$ cat src/inc/atsl_defines.vh
// Constants shared by the alarm timestamp serial logger
`ifndef ATSL_DEFINES_VH
`define ATSL_DEFINES_VH

// ----------------------------------------------------------------
// Timing
// ----------------------------------------------------------------
`define ATSL_CLK_HZ      32'h0beb_c200             // Clock rate in Hz
`define ATSL_BAUD        16'h0960                  // Line rate in bit/s
`define ATSL_SEC_S       4'h1                      // Calendar step in seconds
`define ATSL_REPEAT_S    5'h1e                     // Repeat interval, 30 seconds
`define ATSL_BIT_CYC     17'h1_4585                // Clock rate over line rate, sized for the bit counter
`define ATSL_SEC_CYC     28'hbeb_c200              // Clock rate times one second, sized for the prescaler

// ----------------------------------------------------------------
// Record and FIFO geometry
// ----------------------------------------------------------------
`define ATSL_REC_LAST    6'h21                     // Index of last byte (34 bytes)
`define ATSL_FIFO_W      8
`define ATSL_FIFO_D      32
`define ATSL_FIFO_AW     5

// ----------------------------------------------------------------
// Calendar limits and reset values
// ----------------------------------------------------------------
`define ATSL_SEC_MAX     6'h3b                     // 59
`define ATSL_MIN_MAX     6'h3b                     // 59
`define ATSL_HOUR_MAX    5'h17                     // 23
`define ATSL_MON_MAX     4'hc                      // 12
`define ATSL_YEAR_MAX    14'h270f                  // 9999
`define ATSL_RST_MON     4'h1
`define ATSL_RST_DAY     5'h01
`define ATSL_RST_YEAR    14'h0000

// ----------------------------------------------------------------
// Characters
// ----------------------------------------------------------------
`define ATSL_CH_SPACE    8'h20
`define ATSL_CH_DOT      8'h2e
`define ATSL_CH_SLASH    8'h2f
`define ATSL_CH_COLON    8'h3a
`define ATSL_CH_ZERO     8'h30
`define ATSL_CH_CR       8'h0d
`define ATSL_CH_LF       8'h0a
`define ATSL_CH_A        8'h41
`define ATSL_CH_F        8'h46
`define ATSL_CH_I        8'h49
`define ATSL_CH_L        8'h4c
`define ATSL_CH_M        8'h4d
`define ATSL_CH_R        8'h52

`endif

$ cat src/rtl/atsl_logger.v
// Alarm timestamp serial logger: calendar, record framer, FIFO and serial transmitter
`timescale 1ns/1ps
`include "atsl_defines.vh"

// ----------------------------------------------------------------
// Byte FIFO between framer and transmitter
// ----------------------------------------------------------------
module atsl_fifo #(
	parameter W  = 8,
	parameter D  = 32,
	parameter AW = 5
) (
	input  wire         clk_i,
	input  wire         rst_i,
	input  wire         en_i,
	input  wire         in_valid_i,
	output wire         in_ready_o,
	input  wire [W-1:0] in_data_i,
	output wire         out_valid_o,
	input  wire         out_ready_i,
	output wire [W-1:0] out_data_o
);
	reg  [W-1:0] mem [0:D-1];   // Storage
	reg  [AW:0]  wr_ptr;        // Write pointer with wrap bit
	reg  [AW:0]  rd_ptr;        // Read pointer with wrap bit
	wire         full;
	wire         empty;

	assign full        = (wr_ptr[AW] != rd_ptr[AW]) && (wr_ptr[AW-1:0] == rd_ptr[AW-1:0]);
	assign empty       = (wr_ptr == rd_ptr);
	assign in_ready_o  = ~full;
	assign out_valid_o = ~empty;
	assign out_data_o  = mem[rd_ptr[AW-1:0]];

	// Pointer and storage update
	always @(posedge clk_i) begin
		if (rst_i) begin
			wr_ptr <= {(AW+1){1'b0}};
			rd_ptr <= {(AW+1){1'b0}};
		end else if (en_i) begin
			if (in_valid_i && !full) begin
				mem[wr_ptr[AW-1:0]] <= in_data_i;
				wr_ptr <= wr_ptr + 1'b1;
			end
			if (out_ready_i && !empty)
				rd_ptr <= rd_ptr + 1'b1;
		end
	end
endmodule // atsl_fifo

module atsl_logger #(
	parameter [27:0] SEC_CYC = `ATSL_SEC_CYC,      // Cycles per second
	parameter [16:0] BIT_CYC = `ATSL_BIT_CYC       // Cycles per serial bit
) (
	input  wire        ref_clk_i,
	input  wire        sys_rst_i,
	input  wire        clk_en_i,
	input  wire        high_alarm_i,
	input  wire        det_fail_i,
	input  wire        cal_sw_i,
	input  wire        btn_low_i,
	input  wire        btn_high_i,
	input  wire        btn_cal_i,
	input  wire        btn_dead_i,
	input  wire        btn_up_i,
	input  wire        btn_down_i,
	input  wire [19:0] reading_i,
	output reg         txd_o,
	output reg         relay_o,
	output reg  [15:0] disp_o,
	output reg         disp_act_o
);
	// ----------------------------------------------------------------
	// Declarations
	// ----------------------------------------------------------------
	localparam [1:0] ST_IDLE = 2'b01;               // Framer waiting
	localparam [1:0] ST_SEND = 2'b10;               // Framer pushing bytes

	reg  [8:0]  sync1;                              // First synchroniser stage
	reg  [8:0]  sync2;                              // Second synchroniser stage
	reg         up_d;                               // Up button history
	reg         down_d;                             // Down button history
	reg         cond_d;                             // Condition history
	reg  [27:0] sec_cnt;                            // Second prescaler
	reg  [5:0]  sec;                                // Calendar seconds
	reg  [5:0]  min;                                // Calendar minutes
	reg  [4:0]  hour;                               // Calendar hours
	reg  [4:0]  day;                                // Calendar day
	reg  [3:0]  mon;                                // Calendar month
	reg  [13:0] year;                               // Calendar year
	reg  [4:0]  rep_cnt;                            // Seconds since last record
	reg         pending;                            // Record requested
	reg  [1:0]  state;                              // Framer state
	reg  [5:0]  idx;                                // Byte index in record
	reg  [19:0] s_rd;                               // Captured reading
	reg  [7:0]  s_mo, s_dy, s_yr, s_hr, s_mi, s_se; // Captured BCD time
	reg         s_fail;                             // Captured condition kind
	reg  [9:0]  tx_shift;                           // Frame shift register
	reg  [3:0]  tx_bits;                            // Bits already sent
	reg  [16:0] tx_cnt;                             // Bit-time counter
	reg         tx_busy;                            // Transmitter active
	reg         tx_take;                            // FIFO pop strobe
	wire        alarm_s, fail_s, cal_s, low_s, high_s, calb_s, dead_s, up_s, down_s;
	wire        sec_tick, cond, cond_rise, rep_due, req, start;
	wire        ch_md, ch_yr, ch_hm, step_up, step_dn;
	wire        f_ready, f_valid;
	wire [7:0]  f_data;
	wire [4:0]  dim_cur;

	assign {alarm_s, fail_s, cal_s, low_s, high_s, calb_s, dead_s, up_s, down_s} = sync2;

	// ----------------------------------------------------------------
	// Functions
	// ----------------------------------------------------------------
	// Days in a month, leap years every fourth year
	function [4:0] dim;
		input [3:0]  m;
		input [13:0] y;
		begin
			if (m == 4'h2)
				dim = (y[1:0] == 2'b00) ? 5'h1d : 5'h1c;
			else if (m == 4'h4 || m == 4'h6 || m == 4'h9 || m == 4'hb)
				dim = 5'h1e;
			else
				dim = 5'h1f;
		end
	endfunction

	// Two BCD digits from a binary value below 100
	function [7:0] bcd2;
		input [13:0] v;
		reg   [13:0] q;                                 // Tens
		reg   [13:0] r;                                 // Units
		begin
			q    = v / 14'h000a;
			r    = v % 14'h000a;
			bcd2 = {q[3:0], r[3:0]};
		end
	endfunction

	// ASCII digit from one BCD nibble
	function [7:0] asc;
		input [3:0] d;
		begin
			asc = `ATSL_CH_ZERO | {4'h0, d};
		end
	endfunction

	// Record byte at a given index from captured values
	function [7:0] rec_byte;
		input [5:0] i;
		begin
			case (i)
				6'h00: rec_byte = asc(s_rd[19:16]);
				6'h01: rec_byte = asc(s_rd[15:12]);
				6'h02: rec_byte = asc(s_rd[11:8]);
				6'h03: rec_byte = asc(s_rd[7:4]);
				6'h04: rec_byte = `ATSL_CH_DOT;
				6'h05: rec_byte = asc(s_rd[3:0]);
				6'h09: rec_byte = asc(s_mo[7:4]);
				6'h0a: rec_byte = asc(s_mo[3:0]);
				6'h0b: rec_byte = `ATSL_CH_SLASH;
				6'h0c: rec_byte = asc(s_dy[7:4]);
				6'h0d: rec_byte = asc(s_dy[3:0]);
				6'h0e: rec_byte = `ATSL_CH_SLASH;
				6'h0f: rec_byte = asc(s_yr[7:4]);
				6'h10: rec_byte = asc(s_yr[3:0]);
				6'h12: rec_byte = asc(s_hr[7:4]);
				6'h13: rec_byte = asc(s_hr[3:0]);
				6'h14: rec_byte = `ATSL_CH_COLON;
				6'h15: rec_byte = asc(s_mi[7:4]);
				6'h16: rec_byte = asc(s_mi[3:0]);
				6'h17: rec_byte = `ATSL_CH_COLON;
				6'h18: rec_byte = asc(s_se[7:4]);
				6'h19: rec_byte = asc(s_se[3:0]);
				6'h1b: rec_byte = s_fail ? `ATSL_CH_SPACE : `ATSL_CH_A;
				6'h1c: rec_byte = s_fail ? `ATSL_CH_F : `ATSL_CH_L;
				6'h1d: rec_byte = s_fail ? `ATSL_CH_A : `ATSL_CH_A;
				6'h1e: rec_byte = s_fail ? `ATSL_CH_I : `ATSL_CH_R;
				6'h1f: rec_byte = s_fail ? `ATSL_CH_L : `ATSL_CH_M;
				6'h20: rec_byte = `ATSL_CH_CR;
				6'h21: rec_byte = `ATSL_CH_LF;
				default: rec_byte = `ATSL_CH_SPACE;
			endcase
		end
	endfunction

	// ----------------------------------------------------------------
	// Input synchronisers and edge detection
	// ----------------------------------------------------------------
	// Two flops on every alarm, switch and button input (reading_i is not synchronised); edges are taken from the second
	always @(posedge ref_clk_i) begin
		if (sys_rst_i) begin
			sync1  <= 9'h000;
			sync2  <= 9'h000;
			up_d   <= 1'b0;
			down_d <= 1'b0;
			cond_d <= 1'b0;
		end else if (clk_en_i) begin
			sync1  <= {high_alarm_i, det_fail_i, cal_sw_i, btn_low_i, btn_high_i,
				btn_cal_i, btn_dead_i, btn_up_i, btn_down_i};
			sync2  <= sync1;
			up_d   <= up_s;
			down_d <= down_s;
			cond_d <= cond;
		end
	end

	assign ch_md     = low_s & high_s;
	assign ch_yr     = low_s & calb_s & ~high_s;
	assign ch_hm     = low_s & dead_s & ~high_s & ~calb_s;
	assign step_up   = up_s & ~up_d;
	assign step_dn   = down_s & ~down_d & ~step_up;
	assign cond      = alarm_s | fail_s;
	assign cond_rise = cond & ~cond_d;
	assign sec_tick  = (sec_cnt == SEC_CYC - 28'h000_0001);
	assign dim_cur   = dim(mon, year);

	// ----------------------------------------------------------------
	// Calendar clock and field setting
	// ----------------------------------------------------------------
	// Chord edits take priority over the once-a-second advance
	always @(posedge ref_clk_i) begin
		if (sys_rst_i) begin
			sec_cnt <= 28'h000_0000;
			sec     <= 6'h00;
			min     <= 6'h00;
			hour    <= 5'h00;
			day     <= `ATSL_RST_DAY;
			mon     <= `ATSL_RST_MON;
			year    <= `ATSL_RST_YEAR;
		end else if (clk_en_i) begin
			sec_cnt <= sec_tick ? 28'h000_0000 : sec_cnt + 28'h000_0001;
			if (ch_md && step_up) begin
				if (day == dim_cur) begin
					day <= 5'h01;
					mon <= (mon == `ATSL_MON_MAX) ? 4'h1 : mon + 4'h1;
				end else
					day <= day + 5'h01;
			end else if (ch_md && step_dn) begin
				if (day == 5'h01) begin
					mon <= (mon == 4'h1) ? `ATSL_MON_MAX : mon - 4'h1;
					day <= dim((mon == 4'h1) ? `ATSL_MON_MAX : mon - 4'h1, year);
				end else
					day <= day - 5'h01;
			end else if (ch_yr && step_up) begin
				year <= (year == `ATSL_YEAR_MAX) ? 14'h0000 : year + 14'h0001;
			end else if (ch_yr && step_dn) begin
				year <= (year == 14'h0000) ? `ATSL_YEAR_MAX : year - 14'h0001;
			end else if (ch_hm && step_up) begin
				sec <= 6'h00;
				if (min == `ATSL_MIN_MAX) begin
					min  <= 6'h00;
					hour <= (hour == `ATSL_HOUR_MAX) ? 5'h00 : hour + 5'h01;
				end else
					min <= min + 6'h01;
			end else if (ch_hm && step_dn) begin
				sec <= 6'h00;
				if (min == 6'h00) begin
					min  <= `ATSL_MIN_MAX;
					hour <= (hour == 5'h00) ? `ATSL_HOUR_MAX : hour - 5'h01;
				end else
					min <= min - 6'h01;
			end else if (sec_tick) begin
				sec <= (sec == `ATSL_SEC_MAX) ? 6'h00 : sec + 6'h01;
				if (sec == `ATSL_SEC_MAX) begin
					min <= (min == `ATSL_MIN_MAX) ? 6'h00 : min + 6'h01;
					if (min == `ATSL_MIN_MAX) begin
						hour <= (hour == `ATSL_HOUR_MAX) ? 5'h00 : hour + 5'h01;
						if (hour == `ATSL_HOUR_MAX) begin
							day <= (day == dim_cur) ? 5'h01 : day + 5'h01;
							if (day == dim_cur) begin
								mon <= (mon == `ATSL_MON_MAX) ? 4'h1 : mon + 4'h1;
								if (mon == `ATSL_MON_MAX)
									year <= (year == `ATSL_YEAR_MAX) ? 14'h0000 : year + 14'h0001;
							end
						end
					end
				end
			end
		end
	end

	// ----------------------------------------------------------------
	// Display and relay
	// ----------------------------------------------------------------
	// Display shows the chorded field only while the chord is held
	always @(posedge ref_clk_i) begin
		if (sys_rst_i) begin
			disp_o     <= 16'h0000;
			disp_act_o <= 1'b0;
			relay_o    <= 1'b0;
		end else if (clk_en_i) begin
			relay_o    <= alarm_s;
			disp_act_o <= ch_md | ch_yr | ch_hm;
			if (ch_md)
				disp_o <= {bcd2({10'h000, mon}), bcd2({9'h000, day})};
			else if (ch_yr)
				disp_o <= {bcd2(year / 14'h0064), bcd2(year % 14'h0064)};
			else if (ch_hm)
				disp_o <= {bcd2({9'h000, hour}), bcd2({8'h00, min})};
			else
				disp_o <= 16'h0000;
		end
	end

	// ----------------------------------------------------------------
	// Record scheduling
	// ----------------------------------------------------------------
	assign rep_due = cond & sec_tick & (rep_cnt == `ATSL_REPEAT_S - 5'h01);
	assign req     = (cond_rise | rep_due) & ~cal_s;
	assign start   = (state == ST_IDLE) & pending & ~cal_s;

	// Seconds counter restarts at each onset and each repeat
	always @(posedge ref_clk_i) begin
		if (sys_rst_i) begin
			rep_cnt <= 5'h00;
			pending <= 1'b0;
		end else if (clk_en_i) begin
			if (!cond || cond_rise || rep_due)
				rep_cnt <= 5'h00;
			else if (sec_tick)
				rep_cnt <= rep_cnt + 5'h01;
			// A new request wins over the clear by start
			pending <= req | (pending & ~start & ~cal_s & cond);
		end
	end

	// ----------------------------------------------------------------
	// Record framer
	// ----------------------------------------------------------------
	// Captures time and reading, then pushes 34 bytes into the FIFO
	always @(posedge ref_clk_i) begin
		if (sys_rst_i) begin
			state  <= ST_IDLE;
			idx    <= 6'h00;
			s_rd   <= 20'h0_0000;
			{s_mo, s_dy, s_yr, s_hr, s_mi, s_se} <= 48'h0000_0000_0000;
			s_fail <= 1'b0;
		end else if (clk_en_i) begin
			case (state)
				ST_IDLE: begin
					idx <= 6'h00;
					if (start) begin
						s_rd   <= reading_i;
						s_mo   <= bcd2({10'h000, mon});
						s_dy   <= bcd2({9'h000, day});
						s_yr   <= bcd2(year % 14'h0064);
						s_hr   <= bcd2({9'h000, hour});
						s_mi   <= bcd2({8'h00, min});
						s_se   <= bcd2({8'h00, sec});
						s_fail <= fail_s;
						state  <= ST_SEND;
					end
				end
				ST_SEND: begin
					if (f_ready) begin
						idx <= idx + 6'h01;
						if (idx == `ATSL_REC_LAST)
							state <= ST_IDLE;
					end
				end
				default: state <= ST_IDLE;
			endcase
		end
	end

	atsl_fifo #(
		.W  (`ATSL_FIFO_W),
		.D  (`ATSL_FIFO_D),
		.AW (`ATSL_FIFO_AW)
	) u_fifo (
		.clk_i       (ref_clk_i),
		.rst_i       (sys_rst_i),
		.en_i        (clk_en_i),
		.in_valid_i  (state == ST_SEND),
		.in_ready_o  (f_ready),
		.in_data_i   (rec_byte(idx)),
		.out_valid_o (f_valid),
		.out_ready_i (tx_take),
		.out_data_o  (f_data)
	);

	// ----------------------------------------------------------------
	// Serial transmitter
	// ----------------------------------------------------------------
	// Start bit, eight data bits LSB first, one stop bit, idle high
	always @(posedge ref_clk_i) begin
		if (sys_rst_i) begin
			tx_shift <= 10'h3ff;
			tx_bits  <= 4'h0;
			tx_cnt   <= 17'h0_0000;
			tx_busy  <= 1'b0;
			tx_take  <= 1'b0;
			txd_o    <= 1'b1;
		end else if (clk_en_i) begin
			tx_take <= 1'b0;
			txd_o   <= tx_busy ? tx_shift[0] : 1'b1;
			if (!tx_busy) begin
				if (f_valid && !tx_take) begin
					tx_shift <= {1'b1, f_data, 1'b0};
					tx_bits  <= 4'h0;
					tx_cnt   <= 17'h0_0000;
					tx_busy  <= 1'b1;
					tx_take  <= 1'b1;
				end
			end else if (tx_cnt == BIT_CYC - 17'h0_0001) begin
				tx_cnt <= 17'h0_0000;
				if (tx_bits == 4'h9)
					tx_busy <= 1'b0;
				else begin
					tx_shift <= {1'b1, tx_shift[9:1]};
					tx_bits  <= tx_bits + 4'h1;
				end
			end else
				tx_cnt <= tx_cnt + 17'h0_0001;
		end
	end
endmodule // atsl_logger
$ cat config.mk
export PLATFORM = sky130hd
export DESIGN_NAME = atsl_logger
export DESIGN_NICKNAME = d
export VERILOG_FILES = /design/src/rtl/atsl_logger.v
export VERILOG_INCLUDE_DIRS = /design/src /design/src/inc
export SDC_FILE = /design/constraint.sdc
export NUM_CORES = 1
export LEC_CHECK = 0
export BUFFER_PORTS_ARGS = -buffer_cell sky130_fd_sc_hd__buf_2
export CORE_MARGIN = 4
export CORE_UTILIZATION = 30
export CTS_CLUSTER_DIAMETER = 60
export DETAILED_ROUTE_END_ITERATION = 12
export GPL_TIMING_DRIVEN = 1
export PLACE_DENSITY_LB_ADDON = 0.2
export SKIP_LAST_GASP = 1
export SLEW_MARGIN = 20
export SYNTH_ARGS = -nofsm -noshare
export SYNTH_HDL_FRONTEND = slang
export SYNTH_SLANG_ARGS = --single-unit
$ cat constraint.sdc
create_clock -name ref_clk_i -period 5.8 [get_ports ref_clk_i]
set_clock_uncertainty 0.1 [all_clocks]
set_input_delay 0.29 -clock ref_clk_i [delete_from_list [all_inputs] [get_ports ref_clk_i]]
set_output_delay 0.29 -clock ref_clk_i [all_outputs]
set_load 0.1 [all_outputs]
==> flow_summary.ini, run 1 <==
[clock_network]
clockBufferDepth = 3
clk_latency_ns = 0.61
root_buffer = clkbuf_16
path_clk_slew_ns = 0.06
cts_tree = built
clkSinkCount = 455
cts_htree_levels = 2
cts_made_buffers = 53

[global_route]
top_usage_layer = met2
grt_util_all_layers_pct = 15.4
use_met3_pct = 2.24
grt_overflow = 0
grt_pass1_wl_um = 102000
grt_pass1_vias = 17800
grt_max_degree = 76
use_met1_pct = 21.5
antenna_found_initial = 0
grt_util_met2_pct = 25.2

[synth]
avgSynthCellArea_um2 = 10.1
synth_top_cell_area_share_pct = 28.6
syn_nets = 2422
ys_types = 115
ys_seq_area_share_pct = 48.2
synth.area.top_cells = edfxtp_1 29%, dfxtp_1 20%, mux4_2 6.7%
syn_area_um2 = 23500
synth_warnings = 0
synth_enable_flop_cells = 224
ys_seq_elements = 455
synthArstFlopShare_pct = 0
synth.largest_area_cell = edfxtp_1
ys.flop_type = dfxtp_1
syn_inst = 2333

[sta]
slew_violations = 0
setup_viol = 0
period_share_pct = 98.8
max_clock_freq_ghz = 0.174
slew_headroom_pct = 38.4
worst_slew_pin_slew_ns = 0.923
post-route-min-period_ns = 5.73
rsz0062_at_grt = true
hold_viol = 0

[floorplanning]
row_count = 102
die_y_um = 288
die_w_um = 288
start_util_pct = 30.3
ios = 51
core_um2 = 77600
dieArea_um2 = 83000

[worst_setup_path]
cp.arrival_ns = 6.16
worstSetupPathType = flop to flop
critPathLaunchType = flop
cp-end-kind = flop
required_ns = 6.23
path_max_fanout = 10

[layout]
drive_gt1_share_pct = 18.8
final_cells = 3561
synthToLayoutAreaGrowth_pct = 19.6
fin_nets = 2564
n_fill_cell = 7774

[placement]
dp_hpwl_um = 44600
numPortBuffers = 50
globalplace.congestion = 0.846
dp_cells = 3413

[routing]
via_per_inst = 5.13
routed_wirelength_um = 65100
vias = 18300
remaining_drc_errors = 0
dr.pass1.iters = 5
drt_iter0_markers = 1351
ant_nets = 0
wl_per_cell_um = 18.3

[power_and_ir_drop]
p_int_uw = 5380
pwr-share-comb_pct = 2.5
swShare_pct = 22.2
p_per_area_nw_per_um2 = 246
pwr-share-seq_pct = 48.8
vdd_drop_max_v = 0.000217
power.leakage_uw = 0.00982
finalPower_uw = 6910
p_sw_uw = 1530
clockPowerShare_pct = 48.8

[run]
maxCapViolCount = 0

[outcome]
status = finished clean

[worst_hold_path]
min_path_type = primary input to flop
-- layout by cell type (no fill, tap or decap), types with 44 or more instances in the layout --
master	synthesis	routed
o21ai_0	101	96
mux4_2	70	70
buf_2	10	48
inv_1	51	51
a21oi_1	170	163
nand2_1	232	229
nand3_1	68	66
xnor2_1	46	44
mux2i_1	52	49
dfxtp_1	231	223
edfxtp_1	224	224
clkbuf_16	0	53
xor2_1	50	50
buf_4	3	139
nor3_1	66	63
nor2_1	308	305
ha_1	57	57
-- metrics by stage --
stage / TNS [ns] / hold slack (ns) / setup slack [ns] / util, % / area, µm²
after floorplan: 0 / 0.326 / 0.105 / - / 23500
after global placement: -0.804 / 0.337 / -0.162 / 32.9 / 25500
after detailed placement: -3.08 / 0.345 / -0.324 / 32.9 / 25500
after CTS: 0 / 0.0942 / 0.00173 / 35.8 / 27800
after global routing: -1.81 / 0.122 / -0.223 / 36.3 / 28100
final: 0 / 0.122 / 0.0680 / 36.3 / 28100
-- worst max-delay path, cell delays in order (launching register included) --
cell and delay, ns:
dfxtp_2 0.36, or2_1 0.24, o32a_1 0.40, a21o_4 0.27, a2111oi_4 0.32, nor3_2 0.10, o221a_1 0.23, o22a_4 0.26
and2_4 0.18, a311oi_4 0.36, nor2_2 0.11, a2111oi_4 0.34, buf_6 0.18, buf_6 0.09, o21a_1 0.14, o22ai_4 0.11
a31oi_1 0.36, buf_4 0.19, xnor2_1 0.19, buf_4 0.24, nor2_1 0.06, o21bai_1 0.27, a21oi_2 0.13, mux2_4 0.31
nor3_2 0.13
-- Yosys cell counts (13+ instances only) --
master / count
edfxtp_1: 224
mux2i_1: 52
nor2b_1: 22
mux4_2: 70
buf_1: 21
o21ai_0: 101
and3_1: 24
inv_1: 51
a211oi_1: 27
o22ai_1: 14
o31ai_1: 13
or3_1: 18
nand4_1: 35
xor2_1: 50
a22oi_1: 17
xnor2_1: 46
nand2b_1: 15
ha_1: 57
nor3_1: 66
dfxtp_1: 231
nand3_1: 68
nor2_1: 308
o211ai_1: 13
or2_2: 14
clkbuf_1: 106
a31oi_1: 18
a21oi_1: 170
a311oi_1: 13
nand2_1: 232
-- kinds of logic (layout without fill, tap and decap cells) --
group | Yosys count | count (layout) | synth area share, %
and+or+nand+nor | 866 | 866 | 16.9
AOI/OAI and AO/OA | 532 | 532 | 15.5
DFF | 455 | 455 | 48.2
buffers and inverters | 198 | 385 | 3.39
muxes | 127 | 127 | 9.18
xor gates and xnor gates | 97 | 97 | 3.64
adders and majority gates | 58 | 58 | 3.07
other | 0 | 1 | 0
-- cell type report --
| type | count | area, µm² | share of cell area, % |
|---|---|---|---|
| multi-input cells | 1680 | 11700 | 41.7 |
| flip-flops and latches | 455 | 11400 | 40.4 |
| repair buffers | 231 | 1750 | 6.21 |
| clock buffers | 66 | 1410 | 4.99 |
| well taps | 1040 | 1300 | 4.62 |
| clock inverters | 34 | 369 | 1.31 |
| inverters | 54 | 203 | 0.720 |
| diodes | 1 | 2.50 | 0.00889 |
-- power by group through the flow --
stage               combinational (µW)  clock (µW)  sequential (µW)
floorplan                         81.6           0             3460
global placement                   150           0             3440
detailed placement                 153           0             3440
CTS                                171        3480             3370
global route                       187        3590             3370
finish                             170        3370             3370
-- path summary, 6_finish.rpt --
| kind | from | endpoint | slack, ns | cells after the start |
|---|---|---|---|---|
| setup / recovery | year[8]$_SDFFE_PP0P_ | s_yr[2]$_SDFFE_PP0P_ | 0.07 | 24 |
| hold / removal | clk_en_i | sync2[6]$_SDFFE_PP0P_ | 0.12 | 3 |
| setup reg to reg | year[8]$_SDFFE_PP0P_ | s_yr[2]$_SDFFE_PP0P_ | 0.07 | 24 |
| hold reg to reg | tx_shift[1]$_SDFFE_PP1P_ | tx_shift[1]$_SDFFE_PP1P_ | 0.35 | 1 |
-- registers in the layout, indices dropped and copies added, names as in the netlist, 7 cells and up, named ones only --
name / cells
tx_shift: 9
s_se: 7
sec_cnt: 28
s_rd: 20
s_mi: 7
s_yr: 8
sync2: 9
disp_o: 16
u_fifo.mem: 224
sync1: 9
year: 14
tx_cnt: 17
-- per-layer routing --
metal,wire (µm),vias up
li1,-,8876
met1,30900,8944
met2,30400,387
met3,2640,74
met4,1240,0
met5,0,-
-- timing repair --
item                                   in CTS  in global routing
setup buffers                               2                 12
pin swaps                                   5                 18
cloned                                      0                  1
endpoints found under the hold margin      46                  0
setup endpoints to repair                  15                 16
resized for setup                          26                 63
hold buffers                               33                  0
Power figures use the tool's default switching activity.
==> inputs of run 2 (changes only) <==
- CORE_UTILIZATION: 30 -> 53
- PLACE_DENSITY: default -> 0.81
- PLACE_DENSITY_LB_ADDON: 0.2 -> default
==> run 2 against run 1 <==
Against the previous run:
- the flow now finishes with violations (negative setup slack)
- routed wire length decreased by 4.3%
- global-route usage up 10 points
- sequential share of layout area increased by 1.4 points
- setup slack got worse by 0.080 ns
- critical path type unchanged
- largest cell class unchanged
- highest routed layer unchanged
==> flow_summary.ini, run 2 (synthesized netlist as in run 1, its figures left out) <==
[layout]
mostFrequentLayoutCells = 303 x nor2_1, 229 x nand2_1, 224 x edfxtp_1
fin_nets = 2527
synthToLayoutAreaGrowth_pct = 15.6
final_util_pct = 62.6
n_fill_cell = 3250
drive_gt1_share_pct = 18.1
mostFrequentLayoutCell = nor2_1
n_antenna_cell = 0
largest_reg_flops = 224

[worst_setup_path]
required_ns = 6.21
worstSetupPathType = flop to flop
crit_family = compound AO/OA/AOI/OAI gates
cp-startpoint = year[10]$_SDFFE_PP0P_
cpMaxStageDelayCell = or3_4
r2r_start = year[10]$_SDFFE_PP0P_
ff2ff_path_depth = 25
critPathLaunchType = flop
cp-end-kind = flop
path_buf_inv = 4
cp.arrival_ns = 6.22
path_max_fanout = 10
r2r-end = s_yr[1]$_SDFFE_PP0P_
cpPeakStageDelay_ns = 0.45
reg2reg_slack_ns = -0.01
cpMostUsedCell = buf_4

[sta]
slew_headroom_pct = 30.2
post-route-min-period_ns = 5.81
setup_viol = 2
slew_violations = 0
max_clock_freq_ghz = 0.172
worst_slew_pin_slew_ns = 1.04
period_share_pct = 100
hold_viol = 0
rsz0062_at_grt = true
fin_tns_setup_ns = -0.0179
setup_ws_ns = -0.0125

[clock_network]
clkSinkCount = 455
clockBufferDepth = 3
cts_tree = built
path_clk_slew_ns = 0.06
clk_latency_ns = 0.61
cts_made_buffers = 51
cts_htree_levels = 2
root_buffer = clkbuf_16

[worst_hold_path]
holdPathStages = 2
whs_endpoint = tx_cnt[1]$_SDFFE_PP0P_
worstHoldStart = sys_rst_i
min_path_type = primary input to flop

[routing]
vias = 19100
via_per_inst = 6.24
dr.pass1.iters = 8
drt_iter0_markers = 2128
routed_wirelength_um = 62300
ant_nets = 0
remaining_drc_errors = 0
wl_per_cell_um = 20.4

[global_route]
antenna_found_initial = 1
grt_max_degree = 111
grt_pass1_vias = 18200
grt_pass1_wl_um = 98800
grt_util_all_layers_pct = 25.6
grt_overflow = 0

[outcome]
status = finished, violations left
violations = negative setup slack

[floorplanning]
dieArea_um2 = 47800
die_y_um = 219
start_util_pct = 54.2
row_count = 76
ios = 51
die_w_um = 219
core_um2 = 43500

[placement]
numPortBuffers = 50
globalplace.congestion = 0.902
pre_cts_ws_ns = -0.217
dp_hpwl_um = 39300

[power_and_ir_drop]
vdd_drop_max_v = 0.000193
power.leakage_uw = 0.00958
p_per_area_nw_per_um2 = 247

[run]
maxCapViolCount = 0
## run 2: cell count changes in the layout (fill, tap and decap cells not counted), moves of 3 or more
cell | before | now
a21boi_2 | 0 | 4
buf_4 | 139 | 109
clkinv_2 | 10 | 7
clkinvlp_4 | 6 | 1
dlygate4sd3_1 | 33 | 30
inv_8 | 1 | 4
nor2_2 | 2 | 5
## run 2: final cells by class
| cell class | count | area, µm² | share of cell area, % |
|---|---|---|---|
| multi-input combinational | 1680 | 11800 | 43.4 |
| inverter | 54 | 203 | 0.745 |
| clock buffer | 65 | 1350 | 4.96 |
| tap | 585 | 732 | 2.69 |
| clock inverter | 28 | 292 | 1.07 |
| sequential | 455 | 11400 | 41.8 |
| timing repair buffer | 196 | 1460 | 5.37 |
## run 2: worst reg2reg max path: cells and delay by family (launching register included)
family          cells  cell delay (ns)
simple gates        6             1.24
compound gates     13             2.84
mux                 1             0.40
buf+inv             4             0.58
flops               1             0.37
xor+xnor            1             0.18
## run 2: per-stage QoR
stage | hold WS, ns | area, µm² | power, µW | std cells
after CTS | 0.105 | 26800 | 6740 | 3053
after detailed placement | 0.349 | 24700 | 3590 | 2923
after global placement | 0.336 | 24700 | 3580 | 2923
final | 0.124 | 27200 | 6710 | 3063
after floorplan | 0.326 | 23500 | 3540 | 2333
after global routing | 0.161 | 27200 | 6900 | 3063
## run 2: per-layer routing
metal / routed length [µm] / vias to the layer above / GRT usage (%) / share of wire [%]
met5: 0 / - / 0 / 0
li1: - / 8813 / - / -
met3: 4710 / 151 / 3.66 / 7.5
met2: 30000 / 893 / 42.6 / 48
met1: 25500 / 9241 / 34.5 / 41
met4: 2110 / 0 / 8.87 / 3.4
## run 2: what timing repair did
item	4_1_cts	5_1_grt
setup endpoints to repair	12	15
hold buffers	30	0
setup buffers	7	11
gates resized for setup	32	67
endpoints found under the hold margin	31	0
pin swaps	11	26
## run 2: worst max path at each step
stage	depth (start not counted)	slack, ns	endpoint
finish	25	-0.01	s_yr[1]$_SDFFE_PP0P_
global route	23	-0.28	s_yr[2]$_SDFFE_PP0P_
floorplan	25	0.11	s_yr[2]$_SDFFE_PP0P_
global placement	23	-0.06	s_yr[2]$_SDFFE_PP0P_
detailed placement	23	-0.22	s_yr[1]$_SDFFE_PP0P_
CTS	24	0.003	s_yr[1]$_SDFFE_PP0P_
## run 2: power breakdown
part | switching, µW | internal (µW)
logic | 110 | 54.5
clock network | 1370 | 1810
registers | 14.9 | 3360
total | 1490 | 5220
